<file path="config.mk">
export PLATFORM = sky130hd
export DESIGN_NAME = crc_with_memory_scanner
export DESIGN_NICKNAME = d
export VERILOG_FILES = /design/src/verilog/crc_scan_pkg.sv /design/src/verilog/crc_bit_step.sv /design/src/verilog/crc_with_memory_scanner.sv
export SDC_FILE = /design/constraint.sdc
export NUM_CORES = 1
export LEC_CHECK = 0
export ABC_AREA = 1
export BUFFER_PORTS_ARGS = -buffer_cell sky130_fd_sc_hd__buf_2
export CORE_UTILIZATION = 35
export DETAILED_ROUTE_END_ITERATION = 12
export PLACE_DENSITY = 0.52
export SYNTH_ARGS = -nofsm -noshare
export SYNTH_HDL_FRONTEND = slang
export SYNTH_HIERARCHICAL = 1
export SYNTH_SLANG_ARGS = --single-unit
</file>
<file path="constraint.sdc">
create_clock -name clk -period 5.8 [get_ports clk]
set_input_delay 0.29 -clock clk [delete_from_list [all_inputs] [get_ports clk]]
set_output_delay 0.29 -clock clk [all_outputs]
set_load 0.005 [all_outputs]
</file>
<file path="src/verilog/crc_scan_pkg.sv">
// Constants, register map and carrier types of the CRC engine with memory scanner.
// Assumes a 32-bit AXI4-Lite master and a system arbiter in front of flash and EEPROM.
package crc_scan_pkg;

	////////////////////////////////////////////////////////////////////////////////
	// Widths.
	localparam int ADDR_W = 22;
	localparam int REG_ADDR_W = 8;
	localparam int TRIG_W = 8;

	////////////////////////////////////////////////////////////////////////////////
	// Register byte offsets.
	localparam logic [7:0] OFF_CRC_CONTROL = 8'h00;
	localparam logic [7:0] OFF_CRC_LENGTH_CONFIG = 8'h04;
	localparam logic [7:0] OFF_CRC_DATA_HIGH = 8'h08;
	localparam logic [7:0] OFF_CRC_DATA_LOW = 8'h0c;
	localparam logic [7:0] OFF_CRC_ACCUMULATOR = 8'h10;
	localparam logic [7:0] OFF_CRC_SHIFTER = 8'h14;
	localparam logic [7:0] OFF_POLYNOMIAL_TERMS = 8'h18;
	localparam logic [7:0] OFF_SCANNER_CONTROL = 8'h1c;
	localparam logic [7:0] OFF_SCAN_START_ADDRESS = 8'h20;
	localparam logic [7:0] OFF_SCAN_END_ADDRESS = 8'h24;
	localparam logic [7:0] OFF_SCAN_TRIGGER_SELECT = 8'h28;
	localparam logic [7:0] OFF_FLAGS = 8'h2c;

	////////////////////////////////////////////////////////////////////////////////
	// Field positions.
	localparam int BIT_CRC_ENABLE = 7;
	localparam int BIT_CRC_GO = 6;
	localparam int BIT_CRC_BUSY = 5;
	localparam int BIT_ZERO_AUGMENT = 4;
	localparam int BIT_SHIFT_ORDER = 1;
	localparam int BIT_FULL = 0;
	localparam int POS_DATA_LENGTH = 4;
	localparam int POS_POLY_LENGTH = 0;
	localparam int BIT_SCAN_ENABLE = 7;
	localparam int BIT_TRIGGER_ENABLE = 6;
	localparam int BIT_SCANNER_GO = 5;
	localparam int BIT_REGION = 2;
	localparam int BIT_BURST = 1;
	localparam int BIT_SCAN_BUSY = 0;
	localparam int BIT_CRC_DONE = 0;
	localparam int BIT_SCAN_DONE = 1;

	////////////////////////////////////////////////////////////////////////////////
	// Reset values and bus answers.
	localparam logic [7:0] RST_CRC_CONTROL = 8'h00;
	localparam logic [7:0] RST_CRC_LENGTH_CONFIG = 8'h00;
	localparam logic [7:0] RST_SCANNER_CONTROL = 8'h00;
	localparam logic [15:0] RST_ACCUMULATOR = 16'h0000;
	localparam logic [1:0] RESP_OKAY = 2'h0;
	localparam logic [1:0] RESP_SLVERR = 2'h2;

	////////////////////////////////////////////////////////////////////////////////
	// Scanner memory cycle state.
	typedef enum logic [0:0] {
		SCAN_IDLE = 1'b0,
		SCAN_READ = 1'b1
	} scan_state_type;

	////////////////////////////////////////////////////////////////////////////////
	// Carriers.
	typedef struct packed {
		logic [REG_ADDR_W-1:0] awaddr;
		logic awvalid;
		logic [31:0] wdata;
		logic [3:0] wstrb;
		logic wvalid;
		logic bready;
		logic [REG_ADDR_W-1:0] araddr;
		logic arvalid;
		logic rready;
	} axi_lite_req_type;

	typedef struct packed {
		logic awready;
		logic wready;
		logic bvalid;
		logic [1:0] bresp;
		logic arready;
		logic rvalid;
		logic [31:0] rdata;
		logic [1:0] rresp;
	} axi_lite_resp_type;

	typedef struct packed {
		logic req;
		logic region;
		logic [ADDR_W-1:0] addr;
	} mem_req_type;

	typedef struct packed {
		logic grant;
		logic rvalid;
		logic [15:0] rdata;
	} mem_resp_type;

endpackage : crc_scan_pkg

</file>
<file path="src/verilog/crc_bit_step.sv">
// One shift of the CRC remainder by a single bit.
// Assumes the caller masks nothing; the result is already cut to the active width.
`timescale 1ns/1ps
`default_nettype none

module crc_bit_step (
	// Present remainder and settings
	input wire logic [15:0] acc,
	input wire logic [15:0] poly_terms,
	input wire logic [3:0] poly_length,
	input wire logic zero_augment,
	input wire logic bit_in,
	// Next remainder
	output logic [15:0] next_acc
);
	logic feedback;
	logic [15:0] shifted;
	logic [15:0] poly;
	logic [15:0] mask;

	genvar i;
	generate
		for (i = 0; i < 16; i++) begin : g_mask
			assign mask[i] = (4'(i) <= poly_length);
		end
	endgenerate

	// Augmented mode feeds data in at bit 0; direct mode adds it to feedback.
	assign feedback = acc[poly_length] ^ (~zero_augment & bit_in);
	assign shifted = {acc[14:0], zero_augment & bit_in};
	assign poly = {poly_terms[15:1], 1'b1};
	assign next_acc = (shifted ^ (feedback ? poly : 16'h0000)) & mask;

endmodule : crc_bit_step
`default_nettype wire

</file>
<file path="src/verilog/crc_with_memory_scanner.sv">
// CRC engine with memory scanner, registers on an AXI4-Lite slave.
// Assumes an external arbiter grants memory cycles and returns the word later with rvalid.
`timescale 1ns/1ps
`default_nettype none

// Behaviour
// data_length plus one bits shift per word.
// poly_length plus one sets the accumulator width.
// writing crc_data_low starts the word; software writes crc_data_high first.
// full reads 1 while the data registers hold an unshifted word.
// busy reads 1 while shifting is in progress or pending.
// crc_go starts the serial shifter; clearing it stops the shifter.
// crc_enable turns the CRC on or off.
// zero_augment_mode appends polynomial-length zeros after the data.
// shift_order 1 shifts LSB first, 0 shifts MSB first.
// a value written to the accumulator is the starting remainder.
// while crc_go is set the scanner loads words whenever the CRC can accept one.
// scanner reads upward from start address to end address, one word each.
// scanning starts on scanner_go, stops when cleared or past the end address.
// clearing crc_enable forces scanner_go to zero.
// passing the end address sets scan_done_flag; only software clears it.
// software sets crc_enable and crc_go before scanner_go.
// normal mode requests memory only when the CRC can accept data.
// trigger mode also needs the selected trigger before requesting; the code ignores the trigger when scanner_burst is set.
// burst mode requests memory continuously while scanner_go is set; the code drops the request while a fetch is in SCAN_READ.
// in trigger burst mode the system holds the trigger until the scan ends.
// software takes the result once both flags set and busy and go clear.
// each falling edge of busy sets crc_done_flag; only software clears it.
// the top and bottom polynomial terms are always one.
// memory_region_select 1 selects data EEPROM, 0 program flash.
// scanner_go clears when start passes end with no cycle, or crc_go is 0.
module crc_with_memory_scanner (
	// Clock and reset
	input wire logic clk,
	input wire logic sys_rst,
	// Register bus
	input wire crc_scan_pkg::axi_lite_req_type axi_req,
	output crc_scan_pkg::axi_lite_resp_type axi_resp,
	// Memory port toward the arbiter
	output crc_scan_pkg::mem_req_type mem_out,
	input wire crc_scan_pkg::mem_resp_type mem_in,
	// Trigger sources
	input wire logic [crc_scan_pkg::TRIG_W-1:0] scan_trigger_in
);

	////////////////////////////////////////////////////////////////////////////////
	// State.
	typedef struct packed {
		logic crc_enable;
		logic crc_go_a;
		logic zero_augment_mode;
		logic shift_order;
		logic full;
		logic [3:0] data_length;
		logic [3:0] poly_length;
		logic [15:0] data_word;
		logic [15:0] shifter;
		logic [4:0] bits_left;
		logic [4:0] aug_left;
		logic aug_pending;
		logic [15:0] crc_accumulator;
		logic [15:0] polynomial_terms;
		logic scan_enable;
		logic scanner_trigger_enable;
		logic scanner_go;
		logic memory_region_select;
		logic scanner_burst;
		logic [crc_scan_pkg::ADDR_W-1:0] scan_start_address;
		logic [crc_scan_pkg::ADDR_W-1:0] scan_end_address;
		logic [2:0] scan_trigger_select;
		logic crc_done_flag;
		logic scan_done_flag;
		logic busy_last;
		crc_scan_pkg::scan_state_type scan_state;
		logic aw_held;
		logic [7:0] awaddr;
		logic w_held;
		logic [31:0] wdata;
		logic [3:0] wstrb;
		logic bvalid;
		logic [1:0] bresp;
		logic rvalid;
		logic [31:0] rdata;
		logic [1:0] rresp;
	} state_type;

	state_type s;
	state_type next_s;

	logic busy;
	logic run;
	logic step_active;
	logic step_bit;
	logic [15:0] stepped_acc;
	logic scan_ready;
	logic scan_in_range;
	logic trigger_now;
	logic mem_request;
	logic [31:0] read_word;
	logic read_known;
	logic [31:0] wval;
	logic write_known;

	////////////////////////////////////////////////////////////////////////////////
	// Byte lane merge of a write into an existing word.
	function automatic logic [31:0] merge(input logic [31:0] old, input logic [31:0] data,
			input logic [3:0] strb);
		logic [31:0] res;
		res = old;
		for (int b = 0; b < 4; b++) begin
			if (strb[b]) begin
				res[b*8 +: 8] = data[b*8 +: 8];
			end
		end
		return res;
	endfunction : merge

	////////////////////////////////////////////////////////////////////////////////
	// Status and datapath helpers.
	assign busy = s.full | (s.bits_left != 5'h00) | (s.aug_left != 5'h00) | s.aug_pending;
	assign run = s.crc_enable & s.crc_go_a;
	assign step_active = run & ((s.bits_left != 5'h00) | (s.aug_left != 5'h00));
	assign step_bit = (s.bits_left == 5'h00) ? 1'b0 :
		(s.shift_order ? s.shifter[0] : s.shifter[s.data_length]);

	crc_bit_step u_step (
		.acc(s.crc_accumulator),
		.poly_terms(s.polynomial_terms),
		.poly_length(s.poly_length),
		.zero_augment(s.zero_augment_mode),
		.bit_in(step_bit),
		.next_acc(stepped_acc)
	);

	assign scan_ready = ~s.full & (s.scan_state == crc_scan_pkg::SCAN_IDLE);
	assign scan_in_range = (s.scan_start_address <= s.scan_end_address);
	assign trigger_now = scan_trigger_in[s.scan_trigger_select];
	assign mem_request = s.scanner_go & scan_in_range & (s.scan_state == crc_scan_pkg::SCAN_IDLE)
		& (s.scanner_burst | (scan_ready & (~s.scanner_trigger_enable | trigger_now)));

	////////////////////////////////////////////////////////////////////////////////
	// Register read view.
	always_comb begin
		read_word = 32'h0000_0000;
		read_known = 1'b1;
		unique case ({axi_req.araddr[7:2], 2'b00})
			crc_scan_pkg::OFF_CRC_CONTROL: begin
				read_word[crc_scan_pkg::BIT_CRC_ENABLE] = s.crc_enable;
				read_word[crc_scan_pkg::BIT_CRC_GO] = s.crc_go_a;
				read_word[crc_scan_pkg::BIT_CRC_BUSY] = busy;
				read_word[crc_scan_pkg::BIT_ZERO_AUGMENT] = s.zero_augment_mode;
				read_word[crc_scan_pkg::BIT_SHIFT_ORDER] = s.shift_order;
				read_word[crc_scan_pkg::BIT_FULL] = s.full;
			end
			crc_scan_pkg::OFF_CRC_LENGTH_CONFIG: begin
				read_word[7:0] = {s.data_length, s.poly_length};
			end
			crc_scan_pkg::OFF_CRC_DATA_HIGH: begin
				read_word[7:0] = s.data_word[15:8];
			end
			crc_scan_pkg::OFF_CRC_DATA_LOW: begin
				read_word[7:0] = s.data_word[7:0];
			end
			crc_scan_pkg::OFF_CRC_ACCUMULATOR: begin
				read_word[15:0] = s.crc_accumulator;
			end
			crc_scan_pkg::OFF_CRC_SHIFTER: begin
				read_word[15:0] = s.shifter;
			end
			crc_scan_pkg::OFF_POLYNOMIAL_TERMS: begin
				read_word[15:0] = {s.polynomial_terms[15:1], 1'b1};
			end
			crc_scan_pkg::OFF_SCANNER_CONTROL: begin
				read_word[crc_scan_pkg::BIT_SCAN_ENABLE] = s.scan_enable;
				read_word[crc_scan_pkg::BIT_TRIGGER_ENABLE] = s.scanner_trigger_enable;
				read_word[crc_scan_pkg::BIT_SCANNER_GO] = s.scanner_go;
				read_word[crc_scan_pkg::BIT_REGION] = s.memory_region_select;
				read_word[crc_scan_pkg::BIT_BURST] = s.scanner_burst;
				read_word[crc_scan_pkg::BIT_SCAN_BUSY] = (s.scan_state == crc_scan_pkg::SCAN_READ);
			end
			crc_scan_pkg::OFF_SCAN_START_ADDRESS: begin
				read_word[crc_scan_pkg::ADDR_W-1:0] = s.scan_start_address;
			end
			crc_scan_pkg::OFF_SCAN_END_ADDRESS: begin
				read_word[crc_scan_pkg::ADDR_W-1:0] = s.scan_end_address;
			end
			crc_scan_pkg::OFF_SCAN_TRIGGER_SELECT: begin
				read_word[2:0] = s.scan_trigger_select;
			end
			crc_scan_pkg::OFF_FLAGS: begin
				read_word[crc_scan_pkg::BIT_CRC_DONE] = s.crc_done_flag;
				read_word[crc_scan_pkg::BIT_SCAN_DONE] = s.scan_done_flag;
			end
			default: begin
				read_known = 1'b0;
			end
		endcase
	end

	////////////////////////////////////////////////////////////////////////////////
	// Next state.
	always_comb begin
		next_s = s;
		wval = merge(32'h0000_0000, s.wdata, s.wstrb);
		write_known = 1'b1;

		// Bus handshakes.
		if (axi_req.awvalid & ~s.aw_held & ~s.bvalid) begin
			next_s.aw_held = 1'b1;
			next_s.awaddr = axi_req.awaddr;
		end
		if (axi_req.wvalid & ~s.w_held & ~s.bvalid) begin
			next_s.w_held = 1'b1;
			next_s.wdata = axi_req.wdata;
			next_s.wstrb = axi_req.wstrb;
		end
		if (s.bvalid & axi_req.bready) begin
			next_s.bvalid = 1'b0;
		end
		if (s.rvalid & axi_req.rready) begin
			next_s.rvalid = 1'b0;
		end
		if (axi_req.arvalid & ~s.rvalid) begin
			next_s.rvalid = 1'b1;
			next_s.rdata = read_word;
			next_s.rresp = read_known ? crc_scan_pkg::RESP_OKAY : crc_scan_pkg::RESP_SLVERR;
		end

		// Register writes; only bytes with a strobe change.
		if (s.aw_held & s.w_held & ~s.bvalid) begin
			next_s.aw_held = 1'b0;
			next_s.w_held = 1'b0;
			next_s.bvalid = 1'b1;
			unique case ({s.awaddr[7:2], 2'b00})
				crc_scan_pkg::OFF_CRC_CONTROL: begin
					if (s.wstrb[0]) begin
						next_s.crc_enable = wval[crc_scan_pkg::BIT_CRC_ENABLE];
						next_s.crc_go_a = wval[crc_scan_pkg::BIT_CRC_GO];
						next_s.zero_augment_mode = wval[crc_scan_pkg::BIT_ZERO_AUGMENT];
						next_s.shift_order = wval[crc_scan_pkg::BIT_SHIFT_ORDER];
					end
				end
				crc_scan_pkg::OFF_CRC_LENGTH_CONFIG: begin
					if (s.wstrb[0]) begin
						next_s.data_length = wval[crc_scan_pkg::POS_DATA_LENGTH +: 4];
						next_s.poly_length = wval[crc_scan_pkg::POS_POLY_LENGTH +: 4];
					end
				end
				crc_scan_pkg::OFF_CRC_DATA_HIGH: begin
					if (s.wstrb[0]) begin
						next_s.data_word[15:8] = wval[7:0];
					end
				end
				crc_scan_pkg::OFF_CRC_DATA_LOW: begin
					if (s.wstrb[0]) begin
						next_s.data_word[7:0] = wval[7:0];
						next_s.full = 1'b1;
					end
				end
				crc_scan_pkg::OFF_CRC_ACCUMULATOR: begin
					next_s.crc_accumulator = 16'(merge({16'h0000, s.crc_accumulator}, s.wdata,
						s.wstrb));
				end
				crc_scan_pkg::OFF_POLYNOMIAL_TERMS: begin
					next_s.polynomial_terms = 16'(merge({16'h0000, s.polynomial_terms}, s.wdata,
						s.wstrb)) & 16'hfffe;
				end
				crc_scan_pkg::OFF_SCANNER_CONTROL: begin
					if (s.wstrb[0]) begin
						next_s.scan_enable = wval[crc_scan_pkg::BIT_SCAN_ENABLE];
						next_s.scanner_trigger_enable = wval[crc_scan_pkg::BIT_TRIGGER_ENABLE];
						next_s.scanner_go = wval[crc_scan_pkg::BIT_SCANNER_GO];
						next_s.memory_region_select = wval[crc_scan_pkg::BIT_REGION];
						next_s.scanner_burst = wval[crc_scan_pkg::BIT_BURST];
					end
				end
				crc_scan_pkg::OFF_SCAN_START_ADDRESS: begin
					next_s.scan_start_address = crc_scan_pkg::ADDR_W'(
						merge(32'(s.scan_start_address), s.wdata, s.wstrb));
				end
				crc_scan_pkg::OFF_SCAN_END_ADDRESS: begin
					next_s.scan_end_address = crc_scan_pkg::ADDR_W'(
						merge(32'(s.scan_end_address), s.wdata, s.wstrb));
				end
				crc_scan_pkg::OFF_SCAN_TRIGGER_SELECT: begin
					if (s.wstrb[0]) begin
						next_s.scan_trigger_select = wval[2:0];
					end
				end
				crc_scan_pkg::OFF_FLAGS: begin
					if (s.wstrb[0] & wval[crc_scan_pkg::BIT_CRC_DONE]) begin
						next_s.crc_done_flag = 1'b0;
					end
					if (s.wstrb[0] & wval[crc_scan_pkg::BIT_SCAN_DONE]) begin
						next_s.scan_done_flag = 1'b0;
					end
				end
				default: begin
					write_known = 1'b0;
				end
			endcase
			next_s.bresp = write_known ? crc_scan_pkg::RESP_OKAY : crc_scan_pkg::RESP_SLVERR;
		end

		// Serial shifter: one bit per clock while enabled and going.
		if (step_active) begin
			next_s.crc_accumulator = stepped_acc;
			if (s.bits_left != 5'h00) begin
				next_s.bits_left = s.bits_left - 5'h01;
				next_s.shifter = s.shift_order ? {1'b0, s.shifter[15:1]} : {s.shifter[14:0], 1'b0};
			end else begin
				next_s.aug_left = s.aug_left - 5'h01;
			end
		end else if (run & s.full) begin
			next_s.shifter = s.data_word;
			next_s.bits_left = {1'b0, s.data_length} + 5'h01;
			next_s.full = 1'b0;
			next_s.aug_pending = s.zero_augment_mode;
		end else if (run & s.aug_pending) begin
			next_s.aug_left = {1'b0, s.poly_length} + 5'h01;
			next_s.aug_pending = 1'b0;
		end

		// Scanner memory cycles.
		if (mem_request & mem_in.grant & scan_ready) begin
			next_s.scan_state = crc_scan_pkg::SCAN_READ;
		end
		if ((s.scan_state == crc_scan_pkg::SCAN_READ) & mem_in.rvalid) begin
			next_s.scan_state = crc_scan_pkg::SCAN_IDLE;
			next_s.data_word = mem_in.rdata;
			next_s.full = 1'b1;
			next_s.scan_start_address = s.scan_start_address + 1'b1;
			if (s.scan_start_address == s.scan_end_address) begin
				next_s.scanner_go = 1'b0;
				next_s.scan_done_flag = 1'b1;
			end
		end
		if ((s.scan_state == crc_scan_pkg::SCAN_IDLE) & ~scan_in_range) begin
			next_s.scanner_go = 1'b0;
		end
		if (~next_s.crc_go_a) begin
			next_s.scanner_go = 1'b0;
		end
		if (~next_s.crc_enable) begin
			next_s.scanner_go = 1'b0;
		end

		// Done flag on the falling edge of busy; a set wins over a clear.
		next_s.busy_last = busy;
		if (s.busy_last & ~busy) begin
			next_s.crc_done_flag = 1'b1;
		end
	end

	////////////////////////////////////////////////////////////////////////////////
	// State register.
	always_ff @(posedge clk or posedge sys_rst) begin
		if (sys_rst) begin
			s <= '0;
			s.crc_enable <= crc_scan_pkg::RST_CRC_CONTROL[crc_scan_pkg::BIT_CRC_ENABLE];
			s.crc_go_a <= crc_scan_pkg::RST_CRC_CONTROL[crc_scan_pkg::BIT_CRC_GO];
			s.data_length <= crc_scan_pkg::RST_CRC_LENGTH_CONFIG[7:4];
			s.poly_length <= crc_scan_pkg::RST_CRC_LENGTH_CONFIG[3:0];
			s.scanner_go <= crc_scan_pkg::RST_SCANNER_CONTROL[crc_scan_pkg::BIT_SCANNER_GO];
			s.crc_accumulator <= crc_scan_pkg::RST_ACCUMULATOR;
			s.scan_state <= crc_scan_pkg::SCAN_IDLE;
		end else begin
			s <= next_s;
		end
	end

	////////////////////////////////////////////////////////////////////////////////
	// Outputs.
	always_comb begin
		axi_resp.awready = ~s.aw_held & ~s.bvalid;
		axi_resp.wready = ~s.w_held & ~s.bvalid;
		axi_resp.bvalid = s.bvalid;
		axi_resp.bresp = s.bresp;
		axi_resp.arready = ~s.rvalid;
		axi_resp.rvalid = s.rvalid;
		axi_resp.rdata = s.rdata;
		axi_resp.rresp = s.rresp;
		mem_out.req = mem_request;
		mem_out.region = s.memory_region_select;
		mem_out.addr = s.scan_start_address;
	end

endmodule : crc_with_memory_scanner
`default_nettype wire
</file>
==> flow_summary.yaml <==
timing:
  max_slew_margin: 0.353
  fin_setup_tns_ns: 0
  hold_viol: 5
  report.final.slew_viol_count: 0
  worst_slack_ns: 2.74
  worst_pin_slew_ns: 0.969
  skew_ns: 0.0135
  setup_viol: 0
  rsz0062_at_grt: "false"
  fin_hold_ws_ns: -0.0283
  finalCritPeriodShare: 0.527
  timing.final.crit_period_ns: 3.06
  max_freq_mhz: 327
cells_and_area:
  n_antenna_cell: 0
  layout_commonest_cell: "nand2_1"
  drive_above_1_share: 0.140
  design_area_mm2: 0.0141
  area_delta_synth_final_pct: 14.4
  fillerInstances: 3586
  layout.cells.non_filler: 2258
  nets: 1895
  final_cell_mix: "423 x nand2_1, 202 x dfrtp_1, 200 x inv_1"
synth:
  synth_flop_cell: "dfrtp_1"
  synthCells: 1700
  ys.warnings.count: 6
  synthTopCellsByArea: "dfrtp_1 41%, nand2_1 13%, inv_1 6.1%"
  yosysTopAreaCellShare: 0.410
  ys_seq_area_frac: 0.410
  yosysTopAreaCell: "dfrtp_1"
  ys_seq_elements: 202
  syn_area_mm2: 0.0123
  ys_async_sr_fraction: 1.00
  syn_area_per_cell_um2: 7.25
  synth_edf_count: 0
  yosysUniqueCellTypes: 47
setup_path:
  cp-end-kind: "register"
  path_delay_family: "simple AND/OR/NAND/NOR gates"
  critPathBufInv: 4
  path_max_fanout: 23
  crit_slowest_cell: "dfrtp_1"
  slowest_delay_ns: 0.78
  critical_path_class: "reg -> reg"
  crit_top_cell: "inv_1"
  cp_cell_sequence: "inv_1 > nand3_1 > nand3_1 > inv_1 > inv_1 > nor2_1 > inv_1 > nand2_2 > nand2_4 > nand2_1 > o21ai_0 > o211ai_1 > o21ai_0"
  worstPathArrival_ns: 3.45
  cp-start-kind: "register"
  required_ns: 6.19
grt:
  grt_antenna_before_repair: 0
  grt_pass1_wl_um: 63700
  grt_start_max_net_pins: 147
  grt_pass1_vias: 10800
  grt_overflow_total: 0
  grtUsageTotal: 0.230
drt:
  avgViaCountPerCell: 5.09
  drtAntennaViolNets: 0
  routedWlPerCell_um: 18.2
  wl_um: 41000
  dr_total_vias: 11500
  drc: 0
  drtIter0Drc: 961
  dr.pass1.iters: 5
floorplanning:
  dieArea_mm2: 0.0360
  die_w_um: 190
  die_y_um: 190
  start_util: 0.356
  fp-row-count: 68
  num_io_pins: 150
  core_area_mm2: 0.0346
placed_design:
  dp_slack_ns: 2.85
  place_congestion: 0.900
  placed_cells: 2180
  io_buffer_count: 122
  dpl.hpwl_um: 30200
  dpl_cell_area_mm2: 0.0129
cts:
  clkSinkCount: 202
  path_clk_slew_ns: 0.06
  insertion_delay_ns: 0.54
  cts-root-buf: "clkbuf_16"
  cts_made_buffers: 26
  cts_resized: 0
  tritoncts: "yes"
  clock_path_buffers: 3
  cts_hold_buffers: 30
  h-tree-depth: 1
  cts_setup_buffers: 0
power_and_ir_drop:
  vdd_drop_max_mv: 0.267
  p_leak_nw: 6.70
  powerDensity_mw_per_mm2: 376
worst_hold_path:
  hold_class: "in -> async"
flow_run:
  cap_violations: 0
run_status:
  violations: "hold timing"
  status: "finished, violations left"
## worst paths after layout
kind / startpoint / endpoint / slack (ns) / depth (start not counted)
max in group asynchronous: sys_rst / s[96] / 4.44 / 4
min: sys_rst / axi_resp[34] / -0.03 / 3
max: s[224] / s[156] / 2.74 / 13
min in group clk: axi_req[37] / s[63] / 0.02 / 3
max reg2reg: s[224] / s[156] / 2.74 / 13
min reg2reg: s[180] / s[180] / 0.47 / 2
## routing by layer
metal | wire [µm] | share of wire | global-route usage | vias to the layer above
met5 | 0 | 0 | 0 | -
met4 | 1190 | 0.029 | 0.0717 | 0
li1 | - | - | - | 5637
met1 | 19000 | 0.46 | 0.328 | 5451
met3 | 2250 | 0.055 | 0.0301 | 49
met2 | 18500 | 0.45 | 0.360 | 351
## sequential cells by signal (all words and copies together) (netlist names)
name      count
axi_resp     26
mem_out      23
s           153
## cells by family after synthesis
family	share of synthesized area
simple gates	0.259
fa+ha+maj	0.0274
mux	0.00183
compound gates	0.169
flops	0.410
buf+inv	0.126
xor+xnor	0.00639
other cells	0.000304
## Yosys cell counts (2+ instances only)
library cell,count
o21ai_1,25
nand3_1,82
inv_1,201
ha_1,27
a22oi_1,13
nand4_1,7
nand2_2,23
buf_2,16
o21ai_4,2
buf_1,3
inv_2,11
a32oi_1,7
dfrtp_1,202
clkbuf_1,24
nor3_1,12
buf_6,4
xnor2_1,3
nor2_2,25
nor2_1,172
o21ai_2,2
o21ai_0,146
o221ai_1,2
a21oi_1,99
buf_4,66
nand2_4,3
nand2_1,424
nand3b_1,4
o211ai_1,19
xor2_1,6
mux2_2,2
o22ai_1,25
a31oi_1,28
## final cells by class
type,instances,area [µm²],area share
inverter,214,811,0.0575
sequential,202,5050,0.358
clock buffer,35,766,0.0543
tap,455,569,0.0404
clock inverter,13,171,0.0121
multi-input combinational,1181,5770,0.409
timing repair buffer,158,968,0.0686
## worst min-delay path: stages
cell and delay (ns):
buf_2 0.11, clkinvlp_4 0.07, buf_12 0.54
## metrics by stage
stage	utilization	power [W]
after global routing	0.407	0.00563
after detailed placement	0.372	0.00354
final	0.407	0.00530
after global placement	0.372	0.00351
after CTS	0.407	0.00533
after floorplan	-	0.00303
## power by group
group / leakage (nW) / switching, W / total (W) / internal, W
Clock: 0.466 / 0.000660 / 0.00176 / 0.00110
Combinational: 3.61 / 0.000943 / 0.00141 / 0.000468
Sequential: 2.62 / 0.000397 / 0.00213 / 0.00173
Note: power is estimated with default switching activity, not from simulation.
